### config.mk
export PLATFORM = sky130hd
export DESIGN_NAME = ros_bank
export DESIGN_NICKNAME = d
export VERILOG_FILES = /design/src/rtl/ros_pkg.sv /design/src/rtl/ros_bank.sv /design/src/rtl/ros_pin_mux.sv
export SDC_FILE = /design/constraint.sdc
export NUM_CORES = 1
export LEC_CHECK = 0
export BUFFER_PORTS_ARGS = -buffer_cell sky130_fd_sc_hd__buf_2
export CAP_MARGIN = 20
export CORE_MARGIN = 1.5
export CORE_UTILIZATION = 60
export CTS_CLUSTER_SIZE = 10
export DETAILED_ROUTE_END_ITERATION = 7
export PLACE_DENSITY = 0.93
export SYNTH_ARGS = -nofsm -noshare
export SYNTH_HDL_FRONTEND = slang
export SYNTH_SLANG_ARGS = --single-unit
export TNS_END_PERCENT = 1
### constraint.sdc
create_clock -name i_clk -period 2.75 [get_ports i_clk]
set_clock_uncertainty 0.1 [all_clocks]
set_input_delay 0 -clock i_clk [delete_from_list [all_inputs] [get_ports i_clk]]
set_output_delay 0 -clock i_clk [all_outputs]
set_load 0.1 [all_outputs]
### src/rtl/ros_pkg.sv
// Package for the remappable output select bank: map, fields, widths
package ros_pkg;

    // Bus and register geometry
    localparam int          ROS_DATA_W     = 16;       // Register width
    localparam int          ROS_ADDR_W     = 3;        // Register index width
    localparam int          ROS_NUM_REGS   = 5;        // Registers in the bank
    localparam int          ROS_NUM_PINS   = 10;       // Pins 38..47
    localparam int          ROS_CODE_W     = 6;        // Function code width
    localparam int          ROS_FUNC_N     = 64;       // Peripheral output lines; codes 1..63 select one
    localparam int          ROS_FIRST_PIN  = 38;       // Lowest pin number served

    // Field positions inside each register
    localparam int          ROS_LO_LSB     = 0;        // Even pin code, bits 5..0
    localparam int          ROS_HI_LSB     = 8;        // Odd pin code, bits 13..8

    // Register indices (index = word offset)
    localparam logic [2:0]  ROS_IDX_P38_39 = 3'h0;
    localparam logic [2:0]  ROS_IDX_P40_41 = 3'h1;
    localparam logic [2:0]  ROS_IDX_P42_43 = 3'h2;
    localparam logic [2:0]  ROS_IDX_P44_45 = 3'h3;
    localparam logic [2:0]  ROS_IDX_P46_47 = 3'h4;

    // Reset value of a function code and of unmapped reads
    localparam logic [5:0]  ROS_CODE_RST   = 6'h00;
    localparam logic [15:0] ROS_RD_ZERO    = 16'h0000;

    // Code pair held by one register
    typedef struct packed {
        logic [5:0] odd_code;   // Upper field, odd pin
        logic [5:0] even_code;  // Lower field, even pin
    } ros_pair_s;

    // Register bus request
    typedef struct packed {
        logic [2:0]  addr;
        logic [15:0] wdata;
        logic        wr;
        logic        rd;
    } ros_req_s;

endpackage : ros_pkg

### src/rtl/ros_bank.sv
// Remappable output select bank: five code registers and ten pin muxes
`timescale 1ns/1ps
// Summary of operation
// RL1: Bits 15..14 unimplemented, read zero
// RL2: Bits 7..6 unimplemented, read zero
// RL3: Upper field selects odd pin function
// RL4: Lower field selects even pin function
// RL5: Fields read back written value
// RL6: Fields reset zero; code routes peripheral
module ros_bank
    import ros_pkg::*;
(
    input  wire logic                    i_clk,
    input  wire logic                    i_rst,
    input  wire logic [ROS_ADDR_W-1:0]   i_addr,     // Register index
    input  wire logic [ROS_DATA_W-1:0]   i_wdata,    // Write data
    input  wire logic                    i_wr,       // Write strobe
    input  wire logic                    i_rd,       // Read strobe
    input  wire logic [ROS_FUNC_N-1:0]   i_periph,   // Peripheral output functions
    output logic      [ROS_DATA_W-1:0]   o_rdata,    // Read data, cycle after i_rd
    output logic      [ROS_NUM_PINS-1:0] o_pins      // Pins 38..47, bit 0 is pin 38
);

    ros_req_s                  req;                  // Bundled bus request
    ros_pair_s [ROS_NUM_REGS-1:0] codes;             // Stored code pairs
    ros_pair_s [ROS_NUM_REGS-1:0] next_codes;        // Next code pairs
    logic      [ROS_DATA_W-1:0]   next_rdata;        // Next read data
    logic      [5:0]              pin_code [ROS_NUM_PINS];  // Code per pin

    assign req = '{addr: i_addr, wdata: i_wdata, wr: i_wr, rd: i_rd};

    // Write path: only the two code fields take data
    always_comb begin
        next_codes = codes;
        if (req.wr && (req.addr <= ROS_IDX_P46_47)) begin
            // Unimplemented bits are simply not captured
            next_codes[req.addr].odd_code  =
                req.wdata[ROS_HI_LSB +: ROS_CODE_W];                      // see RL3 see RL5
            next_codes[req.addr].even_code =
                req.wdata[ROS_LO_LSB +: ROS_CODE_W];                      // see RL4 see RL5
        end
    end

    // Read path: reserved bits forced zero, unmapped index reads zero
    always_comb begin
        next_rdata = ROS_RD_ZERO;
        if (req.rd && (req.addr <= ROS_IDX_P46_47)) begin
            next_rdata[ROS_HI_LSB +: ROS_CODE_W] = codes[req.addr].odd_code;  // see RL1
            next_rdata[ROS_LO_LSB +: ROS_CODE_W] = codes[req.addr].even_code; // see RL2
        end
    end

    // Register state; read data holds only the cycle after a read
    always_ff @(posedge i_clk) begin
        if (i_rst) begin
            codes   <= '0;                                                // see RL6
            o_rdata <= ROS_RD_ZERO;
        end else begin
            codes   <= next_codes;
            o_rdata <= next_rdata;
        end
    end

    // Pin 2k takes lower field of register k, pin 2k+1 the upper
    for (genvar k = 0; k < ROS_NUM_REGS; k++) begin : g_map
        assign pin_code[2*k]   = codes[k].even_code;                      // see RL4
        assign pin_code[2*k+1] = codes[k].odd_code;                       // see RL3
    end

    // One mux per pin; the mux registers its output
    for (genvar p = 0; p < ROS_NUM_PINS; p++) begin : g_pin
        ros_pin_mux u_mux (
            .i_clk    (i_clk),
            .i_rst    (i_rst),
            .i_code   (pin_code[p]),
            .i_periph (i_periph),
            .o_pin    (o_pins[p])                                         // see RL6
        );
    end

    // Upper reserved bits never read as one
    a_rsv_high_zero: assert property ( // see RL1
        @(posedge i_clk) disable iff (i_rst)
        o_rdata[15:14] == 2'b00)
        else $error("reserved bits 15..14 read nonzero");

    // Middle reserved bits never read as one
    a_rsv_mid_zero: assert property ( // see RL2
        @(posedge i_clk) disable iff (i_rst)
        o_rdata[7:6] == 2'b00)
        else $error("reserved bits 7..6 read nonzero");

    // Written upper field lands on odd pin code
    a_odd_write: assert property ( // see RL3
        @(posedge i_clk) disable iff (i_rst)
        (i_wr && i_addr <= ROS_IDX_P46_47) |=>
        (codes[$past(i_addr)].odd_code == $past(i_wdata[13:8])))
        else $error("odd pin code not stored");

    // Written lower field lands on even pin code
    a_even_write: assert property ( // see RL4
        @(posedge i_clk) disable iff (i_rst)
        (i_wr && i_addr <= ROS_IDX_P46_47) |=>
        (codes[$past(i_addr)].even_code == $past(i_wdata[5:0])))
        else $error("even pin code not stored");

    // Read returns stored fields one cycle later
    a_read_back: assert property ( // see RL5
        @(posedge i_clk) disable iff (i_rst)
        (i_rd && i_addr <= ROS_IDX_P46_47 && !i_wr) |=>
        (o_rdata == {2'b00, $past(codes[i_addr].odd_code),
                     2'b00, $past(codes[i_addr].even_code)}))
        else $error("read data does not match stored fields");

    // Outside a read cycle the read data is zero
    a_rdata_idle: assert property ( // see RL5
        @(posedge i_clk) disable iff (i_rst)
        !i_rd |=> (o_rdata == ROS_RD_ZERO))
        else $error("read data not zero after idle cycle");

    // Unmapped index reads back zero
    a_unmapped_read: assert property ( // see RL5
        @(posedge i_clk) disable iff (i_rst)
        (i_rd && i_addr > ROS_IDX_P46_47) |=> (o_rdata == ROS_RD_ZERO))
        else $error("unmapped index read nonzero");

    // Codes change only through a mapped write
    a_codes_hold: assert property ( // see RL5
        @(posedge i_clk) disable iff (i_rst)
        (!i_wr || i_addr > ROS_IDX_P46_47) |=> (codes == $past(codes)))
        else $error("codes changed without a mapped write");

    // Reset leaves codes, read data and pins cleared
    a_reset_clear: assert property ( // see RL6
        @(posedge i_clk)
        i_rst |=> ((codes == '0) && (o_rdata == ROS_RD_ZERO) && (o_pins == '0)))
        else $error("state not cleared by reset");

    // Pin 38 follows the lower field of the first register
    a_pin38_route: assert property ( // see RL4 see RL6
        @(posedge i_clk) disable iff (i_rst)
        (codes[0].even_code != ROS_CODE_RST) |=>
        (o_pins[0] == $past(i_periph[codes[0].even_code])))
        else $error("pin 38 not routed to selected function");

    // Pin 39 follows the upper field of the first register
    a_pin39_route: assert property ( // see RL3 see RL6
        @(posedge i_clk) disable iff (i_rst)
        (codes[0].odd_code != ROS_CODE_RST) |=>
        (o_pins[1] == $past(i_periph[codes[0].odd_code])))
        else $error("pin 39 not routed to selected function");

    // Pin 40 follows the lower field of the second register
    a_pin40_route: assert property ( // see RL4 see RL6
        @(posedge i_clk) disable iff (i_rst)
        (codes[1].even_code != ROS_CODE_RST) |=>
        (o_pins[2] == $past(i_periph[codes[1].even_code])))
        else $error("pin 40 not routed to selected function");

    // Pin 41 follows the upper field of the second register
    a_pin41_route: assert property ( // see RL3 see RL6
        @(posedge i_clk) disable iff (i_rst)
        (codes[1].odd_code != ROS_CODE_RST) |=>
        (o_pins[3] == $past(i_periph[codes[1].odd_code])))
        else $error("pin 41 not routed to selected function");

    // Pin 42 follows the lower field of the third register
    a_pin42_route: assert property ( // see RL4 see RL6
        @(posedge i_clk) disable iff (i_rst)
        (codes[2].even_code != ROS_CODE_RST) |=>
        (o_pins[4] == $past(i_periph[codes[2].even_code])))
        else $error("pin 42 not routed to selected function");

    // Pin 43 follows the upper field of the third register
    a_pin43_route: assert property ( // see RL3 see RL6
        @(posedge i_clk) disable iff (i_rst)
        (codes[2].odd_code != ROS_CODE_RST) |=>
        (o_pins[5] == $past(i_periph[codes[2].odd_code])))
        else $error("pin 43 not routed to selected function");

    // Pin 44 follows the lower field of the fourth register
    a_pin44_route: assert property ( // see RL4 see RL6
        @(posedge i_clk) disable iff (i_rst)
        (codes[3].even_code != ROS_CODE_RST) |=>
        (o_pins[6] == $past(i_periph[codes[3].even_code])))
        else $error("pin 44 not routed to selected function");

    // Pin 45 follows the upper field of the fourth register
    a_pin45_route: assert property ( // see RL3 see RL6
        @(posedge i_clk) disable iff (i_rst)
        (codes[3].odd_code != ROS_CODE_RST) |=>
        (o_pins[7] == $past(i_periph[codes[3].odd_code])))
        else $error("pin 45 not routed to selected function");

    // Pin 46 follows the lower field of the fifth register
    a_pin46_route: assert property ( // see RL4 see RL6
        @(posedge i_clk) disable iff (i_rst)
        (codes[4].even_code != ROS_CODE_RST) |=>
        (o_pins[8] == $past(i_periph[codes[4].even_code])))
        else $error("pin 46 not routed to selected function");

    // Pin 47 follows the upper field of the fifth register
    a_pin47_route: assert property ( // see RL3 see RL6
        @(posedge i_clk) disable iff (i_rst)
        (codes[4].odd_code != ROS_CODE_RST) |=>
        (o_pins[9] == $past(i_periph[codes[4].odd_code])))
        else $error("pin 47 not routed to selected function");

    // Code zero parks pin 38 low, even though function line 0 may toggle
    a_pin38_park: assert property ( // see RL6
        @(posedge i_clk) disable iff (i_rst)
        (codes[0].even_code == ROS_CODE_RST) |=> !o_pins[0])
        else $error("pin 38 driven while unassigned");

    // Code zero parks pin 47 low
    a_pin47_park: assert property ( // see RL6
        @(posedge i_clk) disable iff (i_rst)
        (codes[4].odd_code == ROS_CODE_RST) |=> !o_pins[9])
        else $error("pin 47 driven while unassigned");

endmodule : ros_bank

### src/rtl/ros_pin_mux.sv
// One remappable pin: selects a peripheral output by function code
`timescale 1ns/1ps
module ros_pin_mux
    import ros_pkg::*;
(
    input  wire logic                  i_clk,
    input  wire logic                  i_rst,
    input  wire logic [5:0]            i_code,    // Selected function code
    input  wire logic [ROS_FUNC_N-1:0] i_periph,  // All peripheral outputs
    output logic                       o_pin      // Registered pin level
);

    logic next_pin;  // Combinational selection

    // Code zero means no function: pin parks low
    always_comb begin
        next_pin = (i_code == ROS_CODE_RST) ? 1'b0 : i_periph[i_code];  // see RL6
    end

    // Register the pin so the top output comes from a flop
    always_ff @(posedge i_clk) begin
        if (i_rst) begin
            o_pin <= 1'b0;
        end else begin
            o_pin <= next_pin;
        end
    end

endmodule : ros_pin_mux

==> results.py <==
metrics = {
    "min_path": {
        "hold_end": "o_rdata[13]",
        "hp-start": "i_addr[1]",
        "worstHoldPathType": "input pin to flip-flop",
        "min_path_cells": 4,
    },
    "synthesis": {
        "synth_area_per_cell_um2": 10.27,
        "async_reset_ff_frac": 0,
        "netlist_top_cells_count": "145 x mux4_2, 144 x nand2_1, 103 x a21oi_1, 82 x dfxtp_1, 65 x mux2i_1",
        "synth_top_family_by_area": "multiplexers",
        "ys_types": 58,
        "syn-cell-area_mm2": 0.008845,
        "synth.most_common_cell": "mux4_2",
        "synth_xor_area_frac": 0,
        "ys_seq_area_frac": 0.1856,
        "synth-compound-area-share": 0.1253,
        "synth-warning-count": 0,
        "synth-adder-area-share": 0,
        "synth_edf_count": 0,
        "muxShareOfSynthArea": 0.4971,
        "yosys.area.top_type": "mux4_2",
        "ys.flop_type": "dfxtp_1",
        "yosys.area_share.simple": 0.1168,
        "ys_top_cells_by_area": "mux4_2 37%, dfxtp_1 19%, mux2i_1 7.4%",
        "ys_seq_elements": 82,
        "netlist.area_leader.share": 0.3692,
        "syn_inst": 861,
    },
    "worst_setup_path": {
        "r2r_start": "codes[55]",
        "critPathLaunchType": "flip-flop",
        "critical_path.max_fanout": 13,
        "rr_worst_depth": 6,
        "endpoint_kind": "flip-flop",
        "r2r_slack_ps": 240,
        "worstPathRequired_ps": 2870,
        "rr_endpoint": "g_pin[9].u_mux.o_pin",
        "critPathKind": "flip-flop to flip-flop",
        "worstPathArrival_ps": 2630,
    },
    "grt": {
        "grt_usage": 0.4211,
        "overflow": 0,
        "grt_first_pass_wirelength_um": 49940,
        "grt_max_degree": 68,
        "grt_pass1_vias": 8781,
        "antenna_found_initial": 1,
    },
    "sta": {
        "hold_viol_final": 0,
        "setup_ws_ps": 238.0,
        "worst_slew_pin_slew_ps": 780.2,
        "period_share": 0.9135,
        "holdWs_ps": 120.6,
        "fin_tns_setup_ps": 0,
        "setup_viol": 0,
        "report.final.slew_viol_count": 0,
        "period_minus_slack_ps": 2512,
        "maxSlewHeadroom": 0.4799,
        "clock.fmax_ghz": 0.3981,
        "grt_setup_unrepaired": "no",
    },
    "drt": {
        "m1WireLength_um": 9786,
        "dr_wl_met2_um": 13610,
        "wl_um": 32550,
        "ant_nets": 0,
        "wl_per_cell_um": 29.51,
        "routed_via_density": 8.153,
        "top_layer": "met4",
        "initialDrtViolationCount": 1792,
        "drcViolationCount": 29,
        "met3WireLength_um": 5726,
        "drt_pass1_iterations": 8,
        "via_count": 8993,
    },
    "clock_tree": {
        "cts_tree": "done",
        "clk_pin_slew_worst_paths_ps": 60,
        "insertion_delay_ps": 350,
        "postCtsSetupBuffers": 0,
        "clockBufferDepth": 2,
        "cts-resized-gates": 0,
        "root_buffer": "clkbuf_16",
        "htreeDepth": 3,
        "clock-sinks": 82,
        "cts_buffers": 9,
    },
    "placed_design": {
        "gp_congestion": 1.045,
        "io_buffers": 104,
        "dp_hpwl_um": 22440,
        "dpl.cell_count": 1074,
        "dpl_worst_slack_ps": 325.6,
    },
    "final_layout": {
        "instances_no_fill": 1103,
        "area_growth_pct": 9.421,
        "num_antenna_cells": 0,
        "drive_gt1_frac": 0.3613,
        "nNetsFinal": 1001,
        "n_fill_cell": 999,
    },
    "power": {
        "p_leak_uw": 0.003086,
        "ir_drop_uv": 396.8,
        "total_power_uw": 3523,
        "power_density_mw_per_mm2": 364.0,
    },
    "status": {
        "status": "complete, but fails checks",
        "violations": "DRC",
    },
    "run": {
        "cap_violations": 0,
    },
    "floorplan": {
        "die_area_mm2": 0.01548,
        "std_cell_rows": 44,
        "start_util": 0.6109,
        "fp.dieH_um": 124.4,
        "die-width_um": 124.4,
        "core_mm2": 0.01448,
        "pin_count": 113,
    },
}
-- flip-flops by register name, summed over array words and instances (netlist names) --
register           count
o_rdata               12
codes                 60
g_pin.u_mux.o_pin     10
-- how the worst max path moves through the flow --
stage               startpoint                   end  slack [ps]
floorplan            codes[48]  g_pin[8].u_mux.o_pin         760
global placement     codes[30]  g_pin[5].u_mux.o_pin         480
detailed placement   codes[54]  g_pin[9].u_mux.o_pin         330
CTS                  codes[54]  g_pin[9].u_mux.o_pin         300
global route         codes[54]  g_pin[9].u_mux.o_pin         150
finish               codes[55]  g_pin[9].u_mux.o_pin         240
-- cell type report --
type                            count  area (µm²)  area share
Multi-Input combinational cell    661        6554      0.6772
Sequential cell                    82        1642      0.1696
Timing Repair Buffer              149       890.9     0.09205
Clock buffer                       11       242.7     0.02508
Tap cell                          184       230.2     0.02379
Clock inverter                      5       77.57    0.008016
Inverter                           11       41.29    0.004266
-- critical path, stage by stage, from the launching register on --
cell	delay (ps)
dfxtp_1	700
buf_4	300
mux4_2	270
mux2i_1	80
mux2_2	280
a311o_1	340
nor3_1	310
-- repair_timing --
item                                    4_1_cts  5_1_grt
hold buffers                                 13        0
endpoints found under the setup margin        0        0
endpoints found under the hold margin        61        0
-- power breakdown --
group	switching (µW)	internal (µW)	total, µW
clock	483	817	1300
combinational	544	405	949
sequential	61.1	1210	1270
total	1090	2440	3520
-- per-stage QoR --
step / util / cell area, µm²
final: 0.6684 / 9678
after floorplan: - / 8856
after global placement: 0.6373 / 9228
after CTS: 0.6684 / 9678
after global routing: 0.6684 / 9678
after detailed placement: 0.6373 / 9228
-- cell usage in the layout (no fill, tap or decap), types with 6 or more instances in the layout --
master | synthesis | final
mux2i_1 | 65 | 65
nand2_1 | 144 | 144
nor2b_1 | 10 | 10
nand2b_1 | 7 | 7
nor2_1 | 30 | 30
dfxtp_1 | 82 | 82
a21oi_1 | 103 | 103
mux2_2 | 31 | 31
nor3_1 | 9 | 9
buf_2 | 29 | 104
nand3_1 | 7 | 7
mux4_2 | 145 | 145
dlygate4sd3_1 | 0 | 13
clkbuf_16 | 0 | 9
buf_4 | 21 | 32
o211ai_1 | 6 | 6
inv_1 | 11 | 11
a22oi_1 | 15 | 15
-- layer usage --
| layer | up-vias | GRT usage |
|---|---|---|
| li1 | 3455 | - |
| met1 | 4053 | 0.5042 |
| met4 | 0 | 0.3103 |
| met3 | 373 | 0.1774 |
| met5 | - | 0 |
| met2 | 1112 | 0.6060 |
-- cell families after synthesis --
group,count (synthesis)
and+or+nand+nor,233
AOI/OAI and AO/OA,178
muxes,246
buffers and inverters,121
DFF,82
other,1
Note: power is estimated with default switching activity, not from simulation.
